===== src/shared/trap_pkg.sv =====
// Constants and types for the non-maskable exception block
package trap_pkg;
  localparam int unsigned CCR_W = 8;
  localparam int unsigned ADDR_W = 16;
  localparam int unsigned NUM_MASKABLE = 20;
  localparam int unsigned SEL_W = 5;
  localparam int unsigned VEC_W = 5;
  localparam int unsigned XBIT_POS = 6;
  localparam int unsigned IBIT_POS = 4;
  localparam int unsigned STACK_BYTES = 9;
  localparam int unsigned STK_CNT_W = 4;
  localparam logic [7:0] TEST_OPCODE = 8'h00;
  // Source indices used to pick a vector; maskable sources follow at MASKABLE_BASE
  localparam logic [VEC_W-1:0] VEC_NONE = 5'h00;
  localparam logic [VEC_W-1:0] VEC_CLKMON = 5'h01;
  localparam logic [VEC_W-1:0] VEC_WATCHDOG = 5'h02;
  localparam logic [VEC_W-1:0] VEC_ILLEGAL = 5'h03;
  localparam logic [VEC_W-1:0] VEC_SWTRAP = 5'h04;
  localparam logic [VEC_W-1:0] VEC_NMI = 5'h05;
  localparam logic [VEC_W-1:0] VEC_MASKABLE_BASE = 5'h06;
  // Stacked byte selectors, in push order
  typedef enum logic [STK_CNT_W-1:0] {
    STK_PCL, STK_PCH, STK_IYL, STK_IYH, STK_IXL, STK_IXH, STK_ACCA, STK_ACCB, STK_CCR
  } stack_sel_type;
endpackage : trap_pkg


===== src/rtl/maskable_arbiter.sv =====
// Fixed priority arbiter for maskable sources with one promotable source
`timescale 1ns/100ps
module maskable_arbiter
  import trap_pkg::*;
(
  input wire logic [NUM_MASKABLE-1:0] req,
  input wire logic [NUM_MASKABLE-1:0] local_en,
  input wire logic ibit,
  input wire logic [SEL_W-1:0] promote_sel,
  output logic any,
  output logic [VEC_W-1:0] vec
);
  logic [NUM_MASKABLE-1:0] gated;
  // ----------------------------------------
  // Gating
  // ----------------------------------------
  // Source 0 is the external pin and has no local enable
  always_comb begin
    gated = req & ~{NUM_MASKABLE{ibit}};
    gated = gated & {local_en[NUM_MASKABLE-1:1], 1'b1};
  end
  // ----------------------------------------
  // Priority
  // ----------------------------------------
  always_comb begin
    any = |gated;
    vec = VEC_NONE;
    for (int i = NUM_MASKABLE - 1; i >= 0; i--) begin
      if (gated[i]) begin
        vec = VEC_MASKABLE_BASE + VEC_W'(i);
      end
    end
    if (promote_sel < SEL_W'(NUM_MASKABLE) && gated[promote_sel]) begin
      vec = VEC_MASKABLE_BASE + promote_sel;
    end
  end
endmodule : maskable_arbiter


===== src/rtl/illegal_decoder.sv =====
// Illegal opcode detection over the four opcode map pages
`timescale 1ns/100ps
module illegal_decoder
  import trap_pkg::*;
(
  input wire logic [1:0] page,
  input wire logic [7:0] opcode,
  input wire logic [255:0] legal_p0,
  input wire logic [255:0] legal_p1,
  input wire logic [255:0] legal_p2,
  input wire logic [255:0] legal_p3,
  input wire logic special_mode,
  output logic illegal
);
  // Legal maps come in as inputs so the table lives with the instruction decoder
  function automatic logic is_legal(input logic [255:0] map, input logic [7:0] op);
    is_legal = map[op];
  endfunction : is_legal
  always_comb begin
    case (page)
      2'd0: illegal = !is_legal(legal_p0, opcode);
      2'd1: illegal = !is_legal(legal_p1, opcode);
      2'd2: illegal = !is_legal(legal_p2, opcode);
      default: illegal = !is_legal(legal_p3, opcode);
    endcase
    if (page == 2'd0 && opcode == TEST_OPCODE) begin
      illegal = !special_mode;
    end
  end
endmodule : illegal_decoder


===== src/rtl/nonmaskable_trap_logic.sv =====
// Non-maskable exception control: mask flip-flop, stop wake-up, traps, stacking
// Notes on behaviour
// - every reset sets the non-maskable mask bit.
// - mask bit is set-reset; set by reset or non-maskable acknowledge.
// - cleared only by a flags write with bit 6 zero; one leaves it.
// - only flags transfer and return-from-interrupt clear it; neither of them sets it.
// - flags stacked with mask clear, then mask set on entry.
// - stop halts clocks; reset, maskable pin or non-maskable pin wakes.
// - mask clear at wake by non-maskable pin gives normal service.
// - mask set still wakes; execution continues, no service.
// - unimplemented opcodes on all pages trap to illegal vector.
// - illegal trap stacks the address of the offending opcode.
// - test opcode illegal in normal modes, legal in special modes.
// - software trap ignores both masks, stacks and sets maskable mask.
// - software trap beats pending interrupts only when both masks set.
// - software trap opcode not fetched while another interrupt pends.
// - after software trap starts, nothing else until its vector fetch.
// - twenty maskable sources gated by mask bit and local enables.
// - fixed maskable priority with one promotable source.
// - most sources have their own vector.
// - unmasked order: reset, clock monitor, watchdog, illegal, pin.
// - push order PCL PCH IYL IYH IXL IXH A B flags.
`timescale 1ns/100ps
module nonmaskable_trap_logic
  import trap_pkg::*;
(
  input wire logic clk,
  input wire logic nrst,
  input wire logic nonmaskable_irq_pin_n,
  input wire logic maskable_irq_pin_n,
  input wire logic [NUM_MASKABLE-1:1] periph_req,
  input wire logic [NUM_MASKABLE-1:1] periph_en,
  input wire logic [trap_pkg::SEL_W-1:0] promote_sel,
  input wire logic clock_monitor_fail,
  input wire logic watchdog_fail,
  input wire logic special_mode,
  input wire logic instr_boundary,
  input wire logic [1:0] opcode_page,
  input wire logic [7:0] opcode,
  input wire logic opcode_valid,
  input wire logic [255:0] legal_p0,
  input wire logic [255:0] legal_p1,
  input wire logic [255:0] legal_p2,
  input wire logic [255:0] legal_p3,
  input wire logic swtrap_decoded,
  input wire logic stop_decoded,
  input wire logic ccr_write,
  input wire logic [trap_pkg::CCR_W-1:0] ccr_wdata,
  input wire logic [trap_pkg::ADDR_W-1:0] opcode_addr,
  input wire logic [trap_pkg::ADDR_W-1:0] next_pc,
  input wire logic [trap_pkg::ADDR_W-1:0] iy,
  input wire logic [trap_pkg::ADDR_W-1:0] ix,
  input wire logic [7:0] acc_a,
  input wire logic [7:0] acc_b,
  input wire logic [trap_pkg::CCR_W-1:0] ccr_in,
  input wire logic stack_ready,
  input wire logic vector_fetched,
  output logic xmask,
  output logic imask,
  output logic clocks_run,
  output logic resume_after_stop,
  output logic swtrap_fetch_ok,
  output logic stack_push,
  output logic [7:0] stack_data,
  output logic vector_req,
  output logic [trap_pkg::VEC_W-1:0] vector_sel
);
  // ----------------------------------------
  // State
  // ----------------------------------------
  typedef enum logic [2:0] {ST_RUN, ST_STOP, ST_STACK, ST_VECTOR} phase_type;
  typedef struct packed {
    phase_type phase;
    logic xmask;
    logic imask;
    logic [STK_CNT_W-1:0] idx;
    logic [VEC_W-1:0] vec;
    logic [ADDR_W-1:0] ret_pc;
    logic [ADDR_W-1:0] iy;
    logic [ADDR_W-1:0] ix;
    logic [7:0] a;
    logic [7:0] b;
    logic [CCR_W-1:0] condition_code_reg;
    logic is_nmi;
    logic resume;
    logic push;
    logic [7:0] data;
  } state_type;
  state_type state_reg;
  state_type state_next;
  logic m_any;
  logic [VEC_W-1:0] m_vec;
  logic illegal;
  logic nmi_req;
  logic swtrap_now;
  logic [VEC_W-1:0] nm_vec;
  logic nm_any;
  // ----------------------------------------
  // Helpers
  // ----------------------------------------
  maskable_arbiter maskable_arbiter_i (
    .req({periph_req, !maskable_irq_pin_n}),
    .local_en({periph_en, 1'b1}),
    .ibit(state_reg.imask),
    .promote_sel(promote_sel),
    .any(m_any),
    .vec(m_vec)
  );
  illegal_decoder illegal_decoder_i (
    .page(opcode_page),
    .opcode(opcode),
    .legal_p0(legal_p0),
    .legal_p1(legal_p1),
    .legal_p2(legal_p2),
    .legal_p3(legal_p3),
    .special_mode(special_mode),
    .illegal(illegal)
  );
  // ----------------------------------------
  // Non-maskable resolution
  // ----------------------------------------
  always_comb begin
    nmi_req = !nonmaskable_irq_pin_n && !state_reg.xmask;
    nm_any = 1'b1;
    if (clock_monitor_fail) begin
      nm_vec = VEC_CLKMON;
    end else if (watchdog_fail) begin
      nm_vec = VEC_WATCHDOG;
    end else if (opcode_valid && illegal) begin
      nm_vec = VEC_ILLEGAL;
    end else if (nmi_req) begin
      nm_vec = VEC_NMI;
    end else begin
      nm_vec = VEC_NONE;
      nm_any = 1'b0;
    end
    // Fetch of the trap opcode is blocked while anything else pends
    swtrap_fetch_ok = !nm_any && !m_any;
    swtrap_now = opcode_valid && swtrap_decoded && swtrap_fetch_ok;
  end
  // ----------------------------------------
  // Sequencer
  // ----------------------------------------
  always_comb begin
    state_next = state_reg;
    state_next.push = 1'b0;
    state_next.resume = 1'b0;
    // Mask bit clear path only; writing a one never sets it
    if (ccr_write && !ccr_wdata[XBIT_POS]) begin
      state_next.xmask = 1'b0;
    end
    if (ccr_write) begin
      state_next.imask = ccr_wdata[IBIT_POS];
    end
    case (state_reg.phase)
      ST_RUN: begin
        if (instr_boundary && (nm_any || m_any || swtrap_now)) begin
          state_next.phase = ST_STACK;
          state_next.idx = STK_PCL;
          state_next.vec = nm_any ? nm_vec : (swtrap_now ? VEC_SWTRAP : m_vec);
          state_next.is_nmi = nm_any && nm_vec == VEC_NMI;
          // Illegal trap returns to the offending opcode itself
          state_next.ret_pc = next_pc;
          if (nm_any && nm_vec == VEC_ILLEGAL) begin
            state_next.ret_pc = opcode_addr;
          end
          state_next.iy = iy;
          state_next.ix = ix;
          state_next.a = acc_a;
          state_next.b = acc_b;
          state_next.condition_code_reg = ccr_in;
          state_next.condition_code_reg[XBIT_POS] = state_reg.xmask;
        end else if (instr_boundary && opcode_valid && stop_decoded) begin
          state_next.phase = ST_STOP;
        end
      end
      ST_STOP: begin
        if (!nonmaskable_irq_pin_n) begin
          if (!state_reg.xmask) begin
            state_next.phase = ST_STACK;
            state_next.idx = STK_PCL;
            state_next.vec = VEC_NMI;
            state_next.is_nmi = 1'b1;
            state_next.ret_pc = next_pc;
            state_next.iy = iy;
            state_next.ix = ix;
            state_next.a = acc_a;
            state_next.b = acc_b;
            state_next.condition_code_reg = ccr_in;
            state_next.condition_code_reg[XBIT_POS] = 1'b0;
          end else begin
            state_next.phase = ST_RUN;
            state_next.resume = 1'b1;
          end
        end else if (!maskable_irq_pin_n) begin
          // Pin wakes; service follows if unmasked at the next boundary
          state_next.phase = ST_RUN;
          state_next.resume = state_reg.imask;
        end
      end
      ST_STACK: begin
        if (stack_ready) begin
          state_next.push = 1'b1;
          case (state_reg.idx)
            STK_PCL: state_next.data = state_reg.ret_pc[7:0];
            STK_PCH: state_next.data = state_reg.ret_pc[15:8];
            STK_IYL: state_next.data = state_reg.iy[7:0];
            STK_IYH: state_next.data = state_reg.iy[15:8];
            STK_IXL: state_next.data = state_reg.ix[7:0];
            STK_IXH: state_next.data = state_reg.ix[15:8];
            STK_ACCA: state_next.data = state_reg.a;
            STK_ACCB: state_next.data = state_reg.b;
            default: state_next.data = state_reg.condition_code_reg;
          endcase
          if (state_reg.idx == STK_CCR) begin
            state_next.phase = ST_VECTOR;
            state_next.imask = 1'b1;
            if (state_reg.is_nmi) begin
              state_next.xmask = 1'b1;
            end
          end else begin
            state_next.idx = state_reg.idx + STK_CNT_W'(1);
          end
        end
      end
      ST_VECTOR: begin
        // Vector held until fetched, so a trap cannot be overtaken
        if (vector_fetched) begin
          state_next.phase = ST_RUN;
        end
      end
      default: state_next.phase = ST_RUN;
    endcase
  end
  always_ff @(posedge clk or negedge nrst) begin
    if (!nrst) begin
      state_reg <= '0;
      state_reg.phase <= ST_RUN;
      state_reg.xmask <= 1'b1;
      state_reg.imask <= 1'b1;
    end else begin
      state_reg <= state_next;
    end
  end
  // ----------------------------------------
  // Outputs
  // ----------------------------------------
  assign xmask = state_reg.xmask;
  assign imask = state_reg.imask;
  assign clocks_run = state_reg.phase != ST_STOP;
  assign resume_after_stop = state_reg.resume;
  assign stack_push = state_reg.push;
  assign stack_data = state_reg.data;
  assign vector_req = state_reg.phase == ST_VECTOR;
  assign vector_sel = state_reg.vec;
endmodule : nonmaskable_trap_logic


===== config.mk =====
export PLATFORM = sky130hd
export DESIGN_NAME = nonmaskable_trap_logic
export DESIGN_NICKNAME = d
export VERILOG_FILES = /design/src/shared/trap_pkg.sv /design/src/rtl/maskable_arbiter.sv /design/src/rtl/illegal_decoder.sv /design/src/rtl/nonmaskable_trap_logic.sv
export SDC_FILE = /design/constraint.sdc
export NUM_CORES = 1
export LEC_CHECK = 0
export BUFFER_PORTS_ARGS = -buffer_cell sky130_fd_sc_hd__buf_2
export CAP_MARGIN = 20
export CORE_AREA = 2 2 472 474
export CTS_BUF_LIST = sky130_fd_sc_hd__clkbuf_4 sky130_fd_sc_hd__clkbuf_8
export DETAILED_ROUTE_END_ITERATION = 10
export DIE_AREA = 0 0 474 476
export GPL_ROUTABILITY_DRIVEN = 0
export HOLD_SLACK_MARGIN = 0.15
export SYNTH_ARGS = -nofsm -noshare
export SYNTH_HDL_FRONTEND = slang
export SYNTH_HIERARCHICAL = 1
export SYNTH_SLANG_ARGS = --single-unit
export TNS_END_PERCENT = 30

===== constraint.sdc =====
create_clock -name clk -period 10.6 [get_ports clk]
set_input_delay 2.12 -clock clk [delete_from_list [all_inputs] [get_ports clk]]
set_output_delay 2.12 -clock clk [all_outputs]
set_load 0.01 [all_outputs]

* Word-level counts from Yosys, hierarchy flattened
Index checks and enable logic that the tools add are counted.
** Word-level totals
- Flip-flop bits (word level) :: 97
- Memories :: 0
- Latch bits :: 0
- RAM bits :: 0
- Memory bits (read-only) :: 0
** Cells by class
- Reduce and logical (&&, ||, !) cells :: 37
- Bitwise operators :: 3
- Muxes and demuxes :: 70
- Multiply operators :: 0
- Add/subtract/negate cells :: 2
- Equality and inequality tests :: 25
- Div/mod/pow operators :: 0
- $lt $le $gt $ge :: 3
- Shift operators :: 0
** Operator list (count)
- 82-bit 2-to-1 mux :: 3
- 78-bit case mux with 2 select lines :: 1
- 5-bit 2-to-1 mux :: 24
- 8-bit case mux with 8 select lines :: 1
- 20-bit AND :: 2
- 1-bit binary-select mux with 8-bit select :: 4
- 3-bit 2-to-1 mux :: 9
- 9-bit 2-to-1 mux :: 3
- 20-bit NOT :: 1
- 20-bit OR reduction :: 1
- 1-bit 2-to-1 mux :: 17
- 4-bit by 3-bit equality test with 1-bit output (second input constant) :: 4
- 16-bit 2-to-1 mux :: 1
- 2-bit != test (second input constant) :: 7
- 1-bit logical AND :: 13
- 3-bit case mux with 4 select lines :: 1
- 4-bit case mux with 3 select lines :: 1
- 1-bit zero test :: 11
- 8-bit by 9-bit less-than comparator with 1-bit output (second input constant) :: 1
- 4-bit by 2-bit equality test with 1-bit output (second input constant) :: 2
- 8-bit zero test :: 1
- 3-bit by 2-bit equality test with 1-bit output (second input constant) :: 2
- 5-bit by 6-bit less-than comparator with 1-bit output (second input constant) :: 1
- 3-bit != test (second input constant) :: 2
- other kinds (25) :: 27

* Depth between registers and ports, before layout
- Word-level depth :: 28
- Gate-level depth with buffers :: 19
- Depth with buffers taken out :: 12

* By module
Netlist, hierarchy kept.
** By module, submodules not included
- illegal_decoder :: area an instance 8897.3 um^2, cells each 746, seq. area each 0.0 um^2, instances 1
- nonmaskable_trap_logic :: area an instance 4987.3 um^2, cells each 411, seq. area each 2404.8 um^2, instances 1
- maskable_arbiter :: area an instance 660.6 um^2, cells each 101, seq. area each 0.0 um^2, instances 1

* Worst setup path before layout
Ideal clock, no wire load.
- Path kind :: input to output
- Start point :: input opcode[0]
- End point :: output swtrap_fetch_ok
- Buffers on the path :: 3
- Arrival time :: 4.526 ns
- Setup slack :: 3.954 ns
- Stages on the path :: 13
- Required time :: 8.480 ns
- Path through :: buf_6 buf_6 buf_2 mux4_2 a22oi_1 nand2_1 o31ai_1 o211ai_1 a211oi_1 nor3_1 o22ai_1 o2bb2ai_2 nor2_1
** On the way
- Word-level cells in the longest chain between the ends :: 11
** RTL lines
- start, declared :: line nonmaskable_trap_logic.sv:39 : input wire logic [7:0] opcode,
- 1-bit binary-select mux with 8-bit select :: line illegal_decoder.sv:17 : is_legal = map[op];
- 1-bit 2-to-1 mux (not written as such) :: line illegal_decoder.sv:17
- 1-bit zero test (on tied branches)
- 1-bit case mux with 3 select lines :: line illegal_decoder.sv:20 : case (page)
- 1-bit 2-to-1 mux * :: line illegal_decoder.sv:26 : if (page == 2'd0 && opcode == TEST_OPCODE) begin
- via illegal :: line nonmaskable_trap_logic.sv:93 : logic illegal;
- 1-bit logical AND * :: line nonmaskable_trap_logic.sv:129 : end else if (opcode_valid && illegal) begin
- 1-bit 2-to-1 mux * :: line nonmaskable_trap_logic.sv:129
- 1-bit 2-to-1 mux * :: line nonmaskable_trap_logic.sv:127 : end else if (watchdog_fail) begin
- 1-bit 2-to-1 mux * :: line nonmaskable_trap_logic.sv:125 : if (clock_monitor_fail) begin
- 1-bit zero test * :: line nonmaskable_trap_logic.sv:138 : swtrap_fetch_ok = !nm_any && !m_any;
- 1-bit logical AND * :: line nonmaskable_trap_logic.sv:138
- end, declared :: line nonmaskable_trap_logic.sv:62 : output logic swtrap_fetch_ok,
Mark *: on every way through the listed nets, which the timed path passes. The rest lies on a longest branch. The select of a mux whose other input is x is not followed.

* Worst setup path after layout
- Start point :: input opcode[2]
- End point :: output swtrap_fetch_ok
The elaborated chain is that of the path after synthesis.

==> impl_metrics.tcl <==
set metrics [dict create \
    cts_root_buf "clkbuf_8" \
    insertion_delay_ns 0.39 \
    drt_first_pass_iters 5 \
    comb_power_share_pct 62.4 \
    yosysWarningCount 6 \
    dieHeight_um 476 \
    grt_pass1_vias 18360 \
    p_total_mw 2.446 \
    pin_count 1207 \
    cts_setup_buffers 0 \
    drt-total-wl_um 142700 \
    period_share_pct 80.39 \
    ant_nets 0 \
    cp.required_ns 8.48 \
    cts_htree_levels 3 \
    grt_pass1_wl_um 174800 \
    swShare_pct 42.31 \
    die_w_um 474 \
    cp_max_fo 57 \
    startpoint_type "input pin" \
    grt_antenna_before_repair 136 \
    cp_top_family "simple AND/OR/NAND/NOR gates" \
    initial_utilization_pct 6.580 \
    hold_class "reg -> reg" \
    power.net_switching_mw 1.035 \
    fin_nets 3580 \
    io_buffers 1199 \
    min_period_ns 8.521 \
    syn_to_final_growth_pct 66.93 \
    endpoint_kind "primary output" \
    grtUsageTotal_pct 11.84 \
    fmax_mhz 117.4 \
    rsz0062_at_grt "no" \
    setup_viol 0 \
    power.share.clock_pct 11.4 \
    synth_nets 2454 \
    final_util_pct 10.98 \
    clock-sinks 96 \
    rows 173 \
    crit_slowest_cell "nor4_1" \
    setup_tns_ns 0 \
    routed_via_density 3.361 \
    cts_hold_buf 0 \
    grt_max_degree 85 \
    hold_viol 0 \
    internal-power_mw 1.411 \
    worstSetupPathType "in -> out" \
    initialDrtViolationCount 1442 \
    final_max_slew_viol_count 0 \
    syn_area_per_cell_um2 11.57 \
    grt_overflow 0 \
    rrSetupSlack_ns 7.11 \
    leakagePower_nw 10.12 \
    cts_made_buffers 9 \
    fin_worst_skew_ns 0.01778 \
    core_area_um2 221000 \
    status "finished clean" \
    wl_per_cell_um 26.31 \
    drv_cap 0 \
    largest_reg_flops 79 \
    num_vias 18230 \
    drc 0 \
    drive_above_1_share_pct 68.62 \
    peakVddDrop_mv 0.1310 \
    netlist_area_um2 14540 \
    cts_buffer_depth 2 \
    path_cells "clkbuf_8, buf_4, nand3b_1, a211oi_1, nor4_1, o211ai_1, a311oi_1, a311oi_1, nor3_1, o22ai_1, buf_4, o2bb2ai_2, nor2_1, buf_2" \
    clk_pin_slew_ns 0.09 \
    worst-path-buf-inv 4 \
    fp.dieArea_um2 225600 \
    max_slew.worst_pin.slew_ns 1.293 \
    cp.arrival_ns 6.40 \
    seqPwrFrac_pct 26.1 \
    hpwlAfterDp_um 123500 \
    slew_headroom_pct 13.05 \
    postCtsResizedCells 0 \
    power.density_nw_per_um2 100.8 \
    synthCells 1257 \
    cts_tree "built" \
    critPathMaxStageDelay_ns 0.95 \
]
worst min-delay path, delay by kind of cell, from the launching register on:
family | cells | cell delay (ns)
compound gates | 1 | 0.06
flops | 1 | 0.35
simple gates | 1 | 0.05
metal layers:
layer | share of wire (%) | wire length (um) | GRT usage (%)
met3 | 7.9 | 11220 | 2.712
met2 | 53 | 75140 | 22.63
met4 | 6.1 | 8724 | 6.204
met1 | 33 | 47390 | 11.83
met5 | 0.16 | 232 | 0
cell usage in the layout (no fill, tap or decap), types with 33 or more instances in the layout:
master	instances
nand2_1	71
nand3_1	33
a22oi_1	63
dfrtp_1	94
mux2_2	95
mux2i_1	107
nor2_1	46
diode_2	61
mux4_2	224
buf_4	50
buf_2	1193
a21oi_1	45
per-stage QoR:
step / area (um2) / setup slack (ns) / cells / hold slack [ns]
after floorplan: 14540 / 3.954 / 1257 / 0.4493
final: 24270 / 2.079 / 5423 / 0.4965
after global routing: 24240 / 1.809 / 5409 / 0.5236
after global placement: 23870 / 1.826 / 5345 / 0.4593
after detailed placement: 23900 / 1.834 / 5347 / 0.4829
after CTS: 24120 / 1.835 / 5362 / 0.5039
path summary, 6_finish.rpt:
path	from	end	depth (start not counted)
worst max-delay path	opcode[2]	swtrap_fetch_ok	14
worst min-delay path	stack_data[1]	stack_data[1]	2
worst max register to register	imask	state_reg[76]	10
worst min register to register	stack_data[1]	stack_data[1]	2
max in group asynchronous	nrst	state_reg[91]	2
min in group asynchronous	nrst	state_reg[19]	1
power groups by stage:
stage	logic [mW]	clock network [mW]	registers, mW
finish	1.53	0.280	0.639
global route	1.63	0.302	0.658
CTS	1.55	0.289	0.637
detailed placement	1.55	0	0.646
global placement	1.53	0	0.636
floorplan	0.907	0	0.609
layout make-up:
class	count	area [um2]
fillers	25490	196700
multi-input cells	1002	11150
repair buffers	1255	6548
well taps	2975	3722
flip-flops and latches	96	2405
diodes	61	152.6
clock buffers	10	137.6
clock inverters	5	86.33
inverters	19	71.32
No activity file was read; power rests on OpenSTA's default activity.
